### config.mk
export PLATFORM = sky130hd
export DESIGN_NAME = rsf_status_temp
export DESIGN_NICKNAME = d
export VERILOG_FILES = /design/src/rtl/rsf_pkg.sv /design/src/rtl/rsf_status_temp.sv
export SDC_FILE = /design/constraint.sdc
export NUM_CORES = 1
export LEC_CHECK = 0
export ABC_CLOCK_PERIOD_IN_PS = 1500
export BUFFER_PORTS_ARGS = -buffer_cell sky130_fd_sc_hd__buf_2
export CORE_UTILIZATION = 34
export CTS_CLUSTER_SIZE = 8
export DETAILED_ROUTE_END_ITERATION = 10
export PLACE_DENSITY = 0.82
export SLEW_MARGIN = 5
export SYNTH_ARGS = -nofsm -noshare
export SYNTH_HDL_FRONTEND = slang
export SYNTH_SLANG_ARGS = --single-unit
### constraint.sdc
create_clock -name ref_clk_i -period 1.5 [get_ports ref_clk_i]
set_input_delay 0.15 -clock ref_clk_i [delete_from_list [all_inputs] [get_ports ref_clk_i]]
set_output_delay 0.15 -clock ref_clk_i [all_outputs]
set_load 0.005 [all_outputs]
### src/rtl/rsf_pkg.sv
package rsf_pkg;

    // Register map, one byte per address.
    localparam logic [7:0] TEMP_UPPER_ADDR   = 8'h0f;
    localparam logic [7:0] STATUS_ADDR       = 8'h0d;

    // Status register field positions.
    localparam int         BACKUP_FLAG_BIT   = 0;
    localparam int         EVENT_FLAG_BIT    = 1;

    // Temperature bits that the upper register returns.
    localparam int         TEMP_UPPER_MSB    = 11;
    localparam int         TEMP_UPPER_LSB    = 4;

    // Values after reset.
    localparam logic       FLAG_RESET        = 1'b0;
    localparam logic       SUPPLY_RESET      = 1'b0;
    localparam logic [7:0] READ_IDLE         = 8'h00;

    // Backup switch mode encodings.
    typedef enum logic [1:0]
    {
        MODE_OFF_LO = 2'b00,
        MODE_DIRECT = 2'b01,
        MODE_LEVEL  = 2'b10,
        MODE_OFF_HI = 2'b11
    } rsf_mode_type;

endpackage

### src/rtl/rsf_status_temp.sv
// Operation
// - Power-on reset forces the backup switch flag to 0.
// - Mode 00 or 11 holds the backup switch flag at 0.
// - Main-to-backup supply switchover sets a clear backup switch flag.
// - Backup switch flag stays 1 until software writes 0 on main supply or mode 00 or 11 is selected.
// - Temperature upper register returns TEMP[11:4], two's complement.
// - Temperature upper register is read-only; writes change nothing.
`timescale 1ns/1ps

module rsf_status_temp
    import rsf_pkg::*;
(
    input  wire logic        ref_clk_i,
    input  wire logic        rst_i,
    input  wire logic        reg_wr_i,
    input  wire logic        reg_rd_i,
    input  wire logic [7:0]  reg_addr_i,
    input  wire logic [7:0]  reg_wdata_i,
    output logic      [7:0]  reg_rdata_o,
    input  wire logic [1:0]  backup_switch_mode_i,
    input  wire logic        on_backup_i,
    input  wire logic        clk_out_event_i,
    input  wire logic [11:0] temp_value_i,
    output logic             backup_switch_flag_o,
    output logic             clock_output_event_flag_o
);

    // Flag state and the values that it takes at the next edge.
    logic       backup_flag_q;
    logic       backup_flag_d;
    logic       event_flag_q;
    logic       event_flag_d;

    // Supply indication one cycle ago, kept for edge detection.
    logic       on_backup_q;
    logic       on_backup_d;

    // Read data register and its next value.
    logic [7:0] rdata_q;
    logic [7:0] rdata_d;

    // Decoded strobes and conditions.
    logic       status_wr;
    logic       status_rd;
    logic       temp_rd;
    logic       temp_wr;
    logic       mode_off;
    logic       switchover;
    logic       backup_clear;
    logic       event_clear;

    // Read views of the two registers.
    logic [7:0] status_word;
    logic [7:0] temp_upper;

    // Address decode, shared by the write path, read path and checks.
    function automatic logic hit(input logic [7:0] a, input logic [7:0] r);
        hit = (a == r);
    endfunction

    // Strobe decode; a write to any other address does nothing here, a read to one returns READ_IDLE.
    assign status_wr  = reg_wr_i && hit(reg_addr_i, STATUS_ADDR);
    assign status_rd  = reg_rd_i && hit(reg_addr_i, STATUS_ADDR);
    assign temp_rd    = reg_rd_i && hit(reg_addr_i, TEMP_UPPER_ADDR);
    assign temp_wr    = reg_wr_i && hit(reg_addr_i, TEMP_UPPER_ADDR);

    // Both disabled encodings of the mode field turn the flag off.
    assign mode_off   = (backup_switch_mode_i == MODE_OFF_LO) ||
                        (backup_switch_mode_i == MODE_OFF_HI);

    // Rising edge of the backup supply indication marks a switchover.
    // The history register resets to main supply, so a module that
    // already runs on backup when reset ends still reports it once.
    assign switchover = on_backup_i && !on_backup_q;

    // Software clears a flag by writing 0 to its bit; a 1 does nothing.
    // The backup flag may only be cleared while running on main supply,
    // so that software cannot lose a switchover it has not yet seen.
    assign backup_clear = status_wr && !reg_wdata_i[BACKUP_FLAG_BIT] &&
                          !on_backup_i;
    assign event_clear  = status_wr && !reg_wdata_i[EVENT_FLAG_BIT];

    // Next flag values; an event in the clearing cycle wins over the
    // clear, and the disabled mode wins over everything for the backup flag.
    always_comb
    begin
        on_backup_d   = on_backup_i;
        backup_flag_d = backup_flag_q;
        event_flag_d  = event_flag_q;
        if (backup_clear)
        begin
            backup_flag_d = 1'b0;
        end
        if (switchover)
        begin
            backup_flag_d = 1'b1;
        end
        if (mode_off)
        begin
            backup_flag_d = 1'b0;
        end
        if (event_clear)
        begin
            event_flag_d = 1'b0;
        end
        if (clk_out_event_i)
        begin
            event_flag_d = 1'b1;
        end
    end

    // Status byte as software sees it; unused bits read as zero.
    always_comb
    begin
        status_word                  = READ_IDLE;
        status_word[BACKUP_FLAG_BIT] = backup_flag_q;
        status_word[EVENT_FLAG_BIT]  = event_flag_q;
    end

    // Integer part of the temperature, already in two's complement.
    assign temp_upper = temp_value_i[TEMP_UPPER_MSB:TEMP_UPPER_LSB];

    // Read data; the temperature register has no write path at all, so
    // a write to it can only fall through to the unchanged state.
    always_comb
    begin
        rdata_d = rdata_q;
        if (reg_rd_i)
        begin
            if (temp_rd)
            begin
                rdata_d = temp_upper;
            end
            else if (status_rd)
            begin
                rdata_d = status_word;
            end
            else
            begin
                rdata_d = READ_IDLE;
            end
        end
    end

    // Registers; reset stands in for power-on reset.
    always_ff @(posedge ref_clk_i)
    begin
        if (rst_i)
        begin
            backup_flag_q <= FLAG_RESET;
            event_flag_q  <= FLAG_RESET;
            on_backup_q   <= SUPPLY_RESET;
            rdata_q       <= READ_IDLE;
        end
        else
        begin
            backup_flag_q <= backup_flag_d;
            event_flag_q  <= event_flag_d;
            on_backup_q   <= on_backup_d;
            rdata_q       <= rdata_d;
        end
    end

    // Outputs come straight from the flip-flops.
    assign reg_rdata_o               = rdata_q;
    assign backup_switch_flag_o      = backup_flag_q;
    assign clock_output_event_flag_o = event_flag_q;

    // Reset leaves the backup flag clear.
    a_backup_after_reset: assert property (@(posedge ref_clk_i)
        $past(rst_i) |-> !backup_flag_q)
        else $error("flag not cleared by reset");

    // A disabled mode keeps the flag clear one edge later.
    a_backup_mode_off: assert property (@(posedge ref_clk_i)
        disable iff (rst_i)
        $past(mode_off) && !$past(rst_i) |-> !backup_flag_q)
        else $error("flag set while mode off");

    // A switchover in an enabled mode sets the flag.
    a_backup_set_switch: assert property (@(posedge ref_clk_i)
        disable iff (rst_i)
        switchover && !mode_off |=> backup_flag_q)
        else $error("switchover missed");

    // Without a status write the set flag stays set.
    a_backup_flag_holds: assert property (@(posedge ref_clk_i)
        disable iff (rst_i)
        backup_flag_q && !mode_off && !status_wr |=> backup_flag_q)
        else $error("flag dropped without write");

    // A clearing write while on backup supply is ignored.
    a_backup_clear_blocked: assert property (@(posedge ref_clk_i)
        disable iff (rst_i)
        backup_flag_q && !mode_off && status_wr && on_backup_i
        |=> backup_flag_q)
        else $error("flag cleared on backup supply");

    // A clearing write on main supply clears the flag.
    a_backup_clear_main: assert property (@(posedge ref_clk_i)
        disable iff (rst_i)
        backup_clear && !switchover |=> !backup_flag_q)
        else $error("flag not cleared by write");

    // A temperature read returns the integer part one edge later.
    a_temp_read: assert property (@(posedge ref_clk_i)
        disable iff (rst_i)
        temp_rd |=> reg_rdata_o == $past(temp_value_i[11:4]))
        else $error("bad temperature read");

    // A temperature write touches no state; other events are excluded.
    a_temp_write: assert property (@(posedge ref_clk_i)
        disable iff (rst_i)
        temp_wr && !reg_rd_i && !switchover && !clk_out_event_i &&
        !mode_off
        |=> $stable(reg_rdata_o) && $stable(backup_flag_q) &&
        $stable(event_flag_q))
        else $error("write changed state");

    // A clock output event sets its flag.
    a_event_flag_set: assert property (@(posedge ref_clk_i)
        disable iff (rst_i)
        clk_out_event_i |=> event_flag_q)
        else $error("event flag missed");

    // Without a status write the event flag stays set.
    a_event_flag_hold: assert property (@(posedge ref_clk_i)
        disable iff (rst_i)
        event_flag_q && !status_wr |=> event_flag_q)
        else $error("event flag dropped");

    // A clearing write without an event clears the event flag.
    a_event_flag_clear: assert property (@(posedge ref_clk_i)
        disable iff (rst_i)
        event_clear && !clk_out_event_i |=> !event_flag_q)
        else $error("event flag not cleared");

    // Main scenarios worth seeing in a run.
    c_switchover: cover property (@(posedge ref_clk_i)
        switchover && !mode_off);
    c_backup_clear: cover property (@(posedge ref_clk_i)
        backup_flag_q ##1 !backup_flag_q);
    c_event_set: cover property (@(posedge ref_clk_i)
        !event_flag_q ##1 event_flag_q);
    c_temp_rd: cover property (@(posedge ref_clk_i)
        temp_rd);
    c_clear_blocked: cover property (@(posedge ref_clk_i)
        backup_flag_q && status_wr && on_backup_i);

endmodule

# Word level (Yosys, flattened, before mapping)
# Index checks and enable logic that the tools add are counted.
[totals]
wordCells = 29
regBits = 11
[classes]
n_mux = 6
n_eq_ne = 3
reduce_logical = 16
[op_table]
columns = ["cell", "count"]
rows = [
  ["$eq 8x4->1 const B", 2],
  ["$mux 8", 1],
  ["$logic_and 1x1->1", 7],
  ["$logic_not 1->1", 4],
  ["$mux 1", 4],
  ["$reduce_bool 2->1", 2],
  ["$eq 2x2->1 const B", 1],
  ["$logic_not 2->1", 1],
  ["$mux 2", 1],
  ["$reduce_or 2->1", 1],
  ["$logic_or 1x1->1", 1],
]

# Depth between registers and ports, before layout
# Gate-level depths: netlist (run 1).
[logic_depth]
depth_word = 6
depth_mapped = 4

# Worst setup path before layout (run 1)
# Ideal clock, no wire load.
[synth_path]
path_type = "in2reg"
from = "input port reg_addr_i[4]"
to = "register rdata_q[2] (netlist: reg_rdata_o[2])"
cell_stages = 3
path_slack_ps = 236
n_path_buf = 0
arrival_ps = 1197
setup_ps = 67
path_cell_list = "or4b_4 > or3_4 > o21ai_2"
[synth_between]
elab_chain_len = 3
[synth_lines]
columns = ["item", "line_no", "rtl"]
rows = [
  ["start: declaration", "rsf_status_temp.sv:17", "input wire logic [7:0] reg_addr_i,"],
  ["$eq 8x4->1", "--", ""],
  ["$logic_and 1x1->1", "rsf_status_temp.sv:64", "assign temp_rd = reg_rd_i && hit(reg_addr_i, TEMP_UPPER_ADDR);"],
  ["$mux 8", "rsf_status_temp.sv:130", "if (temp_rd)"],
  ["end signal: assignment", "rsf_status_temp.sv:160", "rdata_q <= rdata_d;"],
  ["end: declaration", "rsf_status_temp.sv:39", "logic [7:0] rdata_q;"],
]
# No other way between the ends.
# A chain may end at the register's enable or synchronous reset.

# Worst setup path after layout (run 1)
[layout_path]
from = "input port reg_addr_i[4]"
to = "register rdata_q[5] (netlist: reg_rdata_o[5])"
# Same word-level chain as after synthesis.

==> run metrics, run 1 <==
status finished clean; DR DRC count 0; most common cell after layout, fill and taps aside buf_2; CTS Sinks 11; clk buf depth 2; Combinational Power Share 13.1%; synthesized area 475.5 µm²; Avg Inst Size Synth 9.509 µm²; Post-DP HPWL 896 µm; Hold Fails Final Rpt 0; hold path depth 2; initial antenna violation count 0; H-Tree Depth 1; CTS resizes 0; Pleak 0.0003205 µW; CP Max Fanout 6; Worst-path clk slew 0.06 ns; P_int 442.0 µW; Via density 4.933; total CTS buffers 3; area leader, netlist dfxtp_1; area of the die 1552 µm²; largest net degree at the start of global routing 9; DR iter-0 viols 7; clock power share 34.0%; Tightest Pin Transition 0.4956 ns; Die X-Extent 39.40 µm; CP Capture Point reg_rdata_o[5]; Pre-antenna DRT Iters 3; maximum vdd ir drop 0.5109 mV; Root Driver clkbuf_4; commonest cells after routing, fill and taps aside buf_2 (35), dfxtp_1 (11), nand2_1 (7); PortBufs 35; GPL Wtd Cong 0.6817; Area Growth Syn to Fin 47.11%; Psw 125.5 µW; Post-CTS Setup Inserts 0; synthesized netlist cell count 50; CTS tree done; DR vias 513; layout cells sized above 1 49.44%; yosys warns 0; CP required 1.69 ns; Initial Utilization 36.54%; setup TNS 0 ns; crit path kind in -> reg; unrepaired setup endpoints after global routing no; switching share of power 22.12%; syn_nets 86; crit path capture type flop; Synth cell types 18; worst setup path start reg_addr_i[4]; max-slew violations 0; filler instances 141; WL per Instance 10.57 µm; Final setup viols 0; nets 126; worst r2r src clock_output_event_flag_o; vias in the first global route 493; I/O Pins 46; r2r setup slk 0.57 ns; final worst path period need 1.149 ns; post-synth top area share 46.32%; ranking of synthesized cells by area dfxtp_1 (46%), nand2_1 (5.5%), nor2b_1 (5.3%); Worst slew margin 66.84%; sequential area share after synthesis 46.32%; Hold Buf Count CTS 0; critical path startpoint category input port; FMAX 870.4 MHz; WP data arrival 1.34 ns; Min-Delay Path Class in -> reg; count of max-cap constraint violations 0; gr ovfl total 0; wire length of the first global-routing pass 1835 µm; Row Count 13; ANT cells 0; GRT Total Usage 17.84%; final WL 1099 µm; Die H 39.40 µm; number of synthesized register bits 11; core area 1301 µm²; Pwr Total 567.5 µW; Reg power frac 52.9%; Clock Latency Late Sink 0.26 ns; R2R cell count 2; post-route ant nets 0; Reg2Reg Capture Point reg_rdata_o[1]; Final period util 76.60%; worst clock skew 0.001979 ns; PD cells 811.4 nW/µm²
==> flip-flops by register name, summed over array words and instances (netlist names) <==
register,flops
reg_rdata_o,8
on_backup_q,1
backup_switch_flag_o,1
clock_output_event_flag_o,1
==> cell type report <==
cell class              count  area (µm²)  area share, %
multi-input cells          38       251.5          35.96
clock buffers               4       26.28          3.757
well taps                  15       18.77          2.683
repair buffers             36       182.7          26.12
flip-flops and latches     11       220.2          31.48
==> routing by layer <==
| layer | vias up | part of all wire [%] | routed length [µm] | global-route usage [%] |
|---|---|---|---|---|
| met3 | 2 | 6.7 | 74 | 3.409 |
| met4 | 0 | 0.82 | 9 | 10.34 |
| met2 | 23 | 52 | 570 | 33.75 |
| met1 | 226 | 40 | 445 | 17.65 |
| li1 | 262 | - | - | - |
| met5 | - | 0 | 0 | 0 |
==> power by group through the flow <==
stage	combinational [µW]	sequential [µW]	clock [µW]
floorplan	29.4	307	0
global placement	72.5	306	0
detailed placement	74.8	307	0
CTS	75.4	300	205
global route	82.6	301	216
finish	74.4	300	193
==> per-stage QoR <==
stage	area (µm²)	cells	hold slack, ns	utilization (%)	setup slack (ns)
after floorplan	475.5	50	0.2216	-	0.2359
after CTS	699.4	104	0.1351	53.75	0.3525
final	699.4	104	0.1440	53.75	0.3510
after detailed placement	673.1	100	0.4118	51.73	0.07530
after global placement	673.1	100	0.3928	51.73	0.1047
after global routing	699.4	104	0.1521	53.75	0.3191
==> worst min path at each step <==
| stage | slack, ns | endpoint | from |
|---|---|---|---|
| 6_report | 0.14 | on_backup_q | on_backup_i |
| 5_1_grt | 0.15 | reg_rdata_o[6] | temp_value_i[10] |
| 4_1_cts | 0.14 | on_backup_q | on_backup_i |
| 3_5_place_dp | 0.41 | on_backup_q | on_backup_i |
| 3_3_place_gp | 0.39 | on_backup_q | on_backup_i |
| 2_1_floorplan | 0.22 | on_backup_q | rst_i |
==> critical path, stage by stage <==
cell and delay (ns):
buf_2 0.10, or4b_4 0.53, or3_4 0.42, o21ai_1 0.15
==> kinds of logic (layout without fill, tap and decap cells) <==
family                 after synthesis  in the layout  synth area share, %
AO/OA/AOI/OAI                       11             11                16.05
XOR/XNOR                             1              1                1.842
AND/OR/NAND/NOR                     24             24                30.26
multiplexers                         2              2                4.737
flip-flops                          11             11                46.32
buffers and inverters                1             40               0.7887
==> synthesized netlist by cell type <==
cell type  number
nor4b_1         2
dfxtp_1        11
nand4b_1        2
o21ai_2         1
nand2_1         7
mux2_2          2
o21ai_1         5
nor3_1          1
nor2_1          2
clkbuf_1        1
a32o_1          2
xnor2_1         1
or4b_4          1
or3_4           1
o21bai_1        1
nand3_1         4
a211oi_1        2
nor2b_1         4
Note: power is estimated with default switching activity, not from simulation.
==> inputs of run 2 (changes only) <==
--- a/config.mk
+++ b/config.mk
@@ -5,12 +5,12 @@
 export SDC_FILE = /design/constraint.sdc
 export NUM_CORES = 1
 export LEC_CHECK = 0
-export ABC_CLOCK_PERIOD_IN_PS = 1500
+export ABC_CLOCK_PERIOD_IN_PS = 1000
 export BUFFER_PORTS_ARGS = -buffer_cell sky130_fd_sc_hd__buf_2
-export CORE_UTILIZATION = 34
+export CORE_UTILIZATION = 30
 export CTS_CLUSTER_SIZE = 8
 export DETAILED_ROUTE_END_ITERATION = 10
-export PLACE_DENSITY = 0.82
+export PLACE_DENSITY = 0.77
 export SLEW_MARGIN = 5
 export SYNTH_ARGS = -nofsm -noshare
 export SYNTH_HDL_FRONTEND = slang
==> constraint.sdc (replaced) <==
create_clock -name ref_clk_i -period 1 [get_ports ref_clk_i]
set_input_delay 0.1 -clock ref_clk_i [delete_from_list [all_inputs] [get_ports ref_clk_i]]
set_output_delay 0.1 -clock ref_clk_i [all_outputs]
set_load 0.005 [all_outputs]
==> run 2 against run 1 <==
Via count up 7.0%. Critical endpoint is now reg_rdata_o[4]. Worst hold slack worse by 0.060 ns. Non-clock buffer count up 2. Final cell count up 2.9%. First-iteration DRC count up 86%. The flow now finishes with violations (negative setup slack). Design area up 4.8%. Critical path depth unchanged. Global-route usage down 2.2 points.
==> run metrics, run 2 (synthesized netlist as in run 1, its figures left out) <==
Critical-path top delay cell or4b_4; Min-Delay Path Class in -> reg; Hold Fails Final Rpt 0 (unchanged); post-route ant nets 0 (unchanged); hold_ws 0.08391 ns (-0.06009 ns); Final period util 107.7%; count of max-cap constraint violations 0 (unchanged); Root Driver clkbuf_4; clk buf depth 2 (unchanged); nets 128 (+1.6%); Row Count 14 (+1); Pre-antenna DRT Iters 4 (+1); wire length of the first global-routing pass 2145 µm (+17%); multi-input gate area in the final layout 262.8 µm² (+4.5%); Via density 5.131 (+4.0%); vias in the first global route 551 (+12%); Post-DP HPWL 915.3 µm (+2.2%); worst clock skew 0.002656 ns (+0.0006773 ns); Post-CTS Setup Inserts 0 (unchanged); DR vias 549 (+7.0%); most common cell after layout, fill and taps aside buf_2; Tightest Pin Transition 0.2649 ns (-0.2307 ns); gr ovfl total 0 (unchanged); Seq. cell area 220.2 µm² (unchanged); GRT Total Usage 15.67% (-2.2 points); ANT cells 0 (unchanged); I/O Pins 46 (unchanged); crit path capture type flop; Worst slew margin 82.09% (+15 points); CTS Sinks 11 (unchanged); Pleak 0.0003389 µW (+5.7%); worst-path cell chain buf_6, or4b_4, or3_4, o21ai_2; Final setup viols 6 (+6); layout cells sized above 1 53.85% (+4.4 points); final WL 1211 µm (+10%); DR DRC count 0 (unchanged); CTS tree done; core area 1489 µm² (+14%); Inst Count DP 103 (+3.0%); Crit path largest cell delay 0.52 ns (about the same); Die X-Extent 41.81 µm (+6.1%); final core utilization 49.24% (-4.5 points); GPL Wtd Cong 0.6941 (+1.8%); FMAX 928.7 MHz; DR iter-0 viols 13 (+6); total CTS buffers 3 (unchanged); post-route setup slack -0.07680 ns (-0.4278 ns); area of the die 1748 µm² (+13%); Clock Latency Late Sink 0.26 ns (about the same); status complete, but fails checks; max-slew violations 0 (unchanged); failing checks negative setup slack; Pwr Total 867.1 µW (+53%); Area Growth Syn to Fin 54.21%; filler instances 145 (+2.8%); Die H 41.81 µm (+6.1%); Hold Buf Count CTS 0 (unchanged); unrepaired setup endpoints after global routing yes; initial antenna violation count 0 (unchanged); Area after DPL 689.4 µm² (+2.4%); CP required 1.20 ns (-0.49 ns); CP Max Fanout 6 (unchanged); non-filler cells, final 107 (+2.9%); crit path kind in -> reg; PD cells 1183 nW/µm² (+46%); max reg flops 8 (unchanged); PortBufs 35 (unchanged); WL per Instance 11.32 µm (+7.1%); H-Tree Depth 1 (unchanged); final worst path period need 1.077 ns; largest net degree at the start of global routing 9 (unchanged); Initial Utilization 31.93% (-4.6 points); commonest cells after routing, fill and taps aside buf_2 (34), dfxtp_1 (11), nand2_1 (7); critical path startpoint category input port; maximum vdd ir drop 0.7700 mV (+51%); WP data arrival 1.27 ns (-0.07 ns); Final Instance Area 733.2 µm² (+4.8%); Worst-path clk slew 0.06 ns (about the same)
==> run 2: cell types whose count changed in the layout (fill, tap and decap cells not counted), sizes merged <==
cell	before	now
buf	36	38
==> run 2: where the power goes <==
part	internal, µW	switching [µW]	leakage, µW
Clock	154	141	0.0000150
Combinational	70.8	51.5	0.000235
Sequential	446	4.16	0.0000893
Total	671	197	0.000339
==> run 2: metrics by stage <==
step	setup WS, ns	setup TNS (ns)
4_1_cts	-0.07174	-0.4022
3_5_place_dp	-0.3644	-3.122
6_report	-0.07680	-0.3980
2_1_floorplan	-0.2141	-2.034
5_1_grt	-0.09392	-0.6421
3_3_place_gp	-0.3392	-2.992
==> run 2: critical path, delay by kind of cell <==
kind,cells,cell delay (ns)
and+or+nand+nor,2,0.95
buffers and inverters,1,0.09
AOI/OAI and AO/OA,1,0.13
==> run 2: path summary, 6_finish.rpt <==
path                              from             end  slack [ns]  cells past startpoint
setup / recovery         reg_addr_i[6]  reg_rdata_o[4]       -0.08                      4
hold / removal             on_backup_i     on_backup_q        0.08                      2
setup reg to reg  backup_switch_flag_o  reg_rdata_o[0]        0.06                      2
hold reg to reg         reg_rdata_o[3]  reg_rdata_o[3]        0.44                      2
==> run 2: area by class of cell <==
cell class	instances	area share, %
Sequential cell	11	30.03
Timing Repair Buffer	38	27.82
Multi-Input combinational cell	38	35.84
Tap cell	16	2.730
Clock buffer	4	3.584
==> run 2: repair_timing <==
item                                    4_1_cts  5_1_grt
hold endpoints to repair                      0        0
gates resized for setup                       2        2
pin swaps                                     8        2
endpoints found under the setup margin        6       10
==> run 2: routing by layer <==
metal / vias up / wire, µm / GRT usage [%]
li1: 267 / - / -
met1: 258 / 466 / 16.53
met2: 22 / 651 / 29.38
met3: 2 / 86 / 6.522
met4: 0 / 7 / 1.935
met5: - / 0 / 0
==> inputs of run 3 (changes only) <==
==> constraint.sdc (replaced) <==
create_clock -name ref_clk_i -period 1 [get_ports ref_clk_i]
set_input_delay 0.2 -clock ref_clk_i [delete_from_list [all_inputs] [get_ports ref_clk_i]]
set_output_delay 0.2 -clock ref_clk_i [all_outputs]
set_load 0.005 [all_outputs]
==> run 3 against run 2 <==
The flow still finishes with violations (negative setup slack). Clock skew barely moved. Design area rose by 2.0%. Maximum frequency fell by 8.1%. Non-clock buffer count rose by 2. Global-route usage fell by 0.12 points. Sequential share of layout area fell by 0.60 points. Worst hold slack improved by 0.088 ns. Critical path type unchanged. Critical endpoint is now reg_rdata_o[6]. Largest power group unchanged.
==> run metrics, run 3 (synthesized netlist as in run 1, its figures left out) <==
status complete, but fails checks; failing checks negative setup slack; max-slew violations 0 (unchanged); Final setup viols 10 (+4); vias in the first global route 533 (-3.3%); Crit path largest cell delay 0.52 ns (about the same); DR iter-0 viols 5 (-8); core area 1489 µm² (unchanged); final core utilization 50.25% (+1.0 points); Worst-path clk slew 0.07 ns (about the same); Reg power frac 51.3% (-0.6 points); PD cells 1171 nW/µm² (-1.0%); count of max-cap constraint violations 0 (unchanged); Clock Latency Late Sink 0.27 ns (about the same); WP data arrival 1.38 ns (+0.11 ns); most common cell after layout, fill and taps aside buf_2; critical path startpoint category input port; Worst slew margin 82.34% (+0.24 points); Inst Count DP 105 (+1.9%); FMAX 853.5 MHz (-8.1%); Root Driver clkbuf_4; Critical-path top delay cell or4b_4; clock power share 34.3% (+0.3 points); Psw 200.2 µW (+1.8%); filler instances 150 (+3.4%); Pre-antenna DRT Iters 4 (unchanged); GPL Wtd Cong 0.6926 (-0.22%); area of the die 1748 µm² (unchanged); CTS tree done; unrepaired setup endpoints after global routing yes; clk buf depth 2 (unchanged); Initial Utilization 31.93% (unchanged); Combinational Power Share 14.4% (+0.3 points); final worst path period need 1.172 ns (+0.09484 ns); Min-Delay Path Class in -> reg; DR vias 531 (-3.3%); layout cells sized above 1 54.84% (+0.99 points); post-route ant nets 0 (unchanged); Via density 4.872 (-5.1%); GRT Total Usage 15.55% (-0.12 points); Post-DP HPWL 950 µm (+3.8%); H-Tree Depth 1 (unchanged); final WL 1155 µm (-4.6%); crit path capture type flop; PortBufs 35 (unchanged); Buf/Inv on CP 1 (unchanged); P_int 675.7 µW (+0.77%); worst-path cell chain buf_6, or4b_4, or3_4, o21ai_1; CP Max Fanout 6 (unchanged); Die X-Extent 41.81 µm (unchanged); worst clock skew 0.002928 ns (+0.0002715 ns); non-filler cells, final 109 (+1.9%); Area Growth Syn to Fin 57.37%; gr ovfl total 0 (unchanged); Row Count 14 (unchanged); largest net degree at the start of global routing 9 (unchanged); Tightest Pin Transition 0.2613 ns (-0.003613 ns); switching share of power 22.85% (+0.19 points); CTS Sinks 11 (unchanged); wire length of the first global-routing pass 2056 µm (-4.1%); CP required 1.21 ns (about the same); post-route setup slack -0.1716 ns (-0.09484 ns); nets 130 (+1.6%); commonest cells after routing, fill and taps aside buf_2 (34), dfxtp_1 (11), nand2_1 (7); kind of cell adding the most delay to the critical path simple AND/OR/NAND/NOR gates; Final period util 117.2% (+9.5 points); initial antenna violation count 0 (unchanged); total CTS buffers 3 (unchanged); max reg flops 8 (unchanged); Pleak 0.0003485 µW (+2.8%); Post-CTS Setup Inserts 0 (unchanged); I/O Pins 46 (unchanged); DR DRC count 0 (unchanged); ANT cells 0 (unchanged); Hold Fails Final Rpt 0 (unchanged); Die H 41.81 µm (unchanged); maximum vdd ir drop 0.5848 mV (-24%); crit path kind in -> reg; WL per Instance 10.60 µm (-6.4%); Final Instance Area 748.2 µm² (+2.0%); Area after DPL 704.4 µm² (+2.2%)
## run 3: layout make-up
type	count	area, µm²	area share (%)
Sequential cell	11	220.2	29.43
Multi-Input combinational cell	38	262.8	35.12
Timing Repair Buffer	40	219.0	29.26
Tap cell	16	20.02	2.676
Clock buffer	4	26.28	3.512
## run 3: timing repair
item / CTS / global route
endpoints found under the setup margin: 10 / 10
hold buffers: 0 / 0
hold endpoints to repair: 0 / 0
gates resized for setup: 1 / 3
pin swaps: 8 / 2
## run 3: worst paths after layout
check / startpoint / end / cells after the start / slack [ns]
max: reg_addr_i[6] / reg_rdata_o[6] / 4 / -0.17
min: on_backup_i / on_backup_q / 2 / 0.17
max reg2reg: backup_switch_flag_o / reg_rdata_o[0] / 2 / 0.07
min reg2reg: reg_rdata_o[3] / reg_rdata_o[3] / 2 / 0.45
## run 3: metal layers
| layer | part of all wire [%] | track usage [%] |
|---|---|---|
| met3 | 6.6 | 5.652 |
| met2 | 52 | 26.25 |
| met4 | 1.9 | 9.677 |
| met1 | 40 | 16.17 |
| met5 | 0 | 0 |
## run 3: through the flow
stage | setup WS, ns | hold WS (ns) | TNS (ns) | power [µW]
final | -0.1716 | 0.1715 | -1.209 | 875.9
after global routing | -0.1913 | 0.1811 | -1.605 | 930.2
after CTS | -0.1672 | 0.1598 | -1.210 | 891.8
after detailed placement | -0.4595 | 0.4402 | -4.154 | 583.9
after global placement | -0.4390 | 0.4354 | -3.987 | 581.6
after floorplan | -0.3141 | 0.2716 | -3.034 | 504.2
## run 3: power groups by stage
| stage | clock network, µW | logic [µW] | registers (µW) |
|---|---|---|---|
| 6_report | 300 | 126 | 450 |
| 5_1_grt | 339 | 140 | 451 |
| 4_1_cts | 316 | 126 | 450 |
| 3_5_place_dp | 0 | 124 | 460 |
| 3_3_place_gp | 0 | 122 | 460 |
| 2_1_floorplan | 0 | 44.1 | 460 |
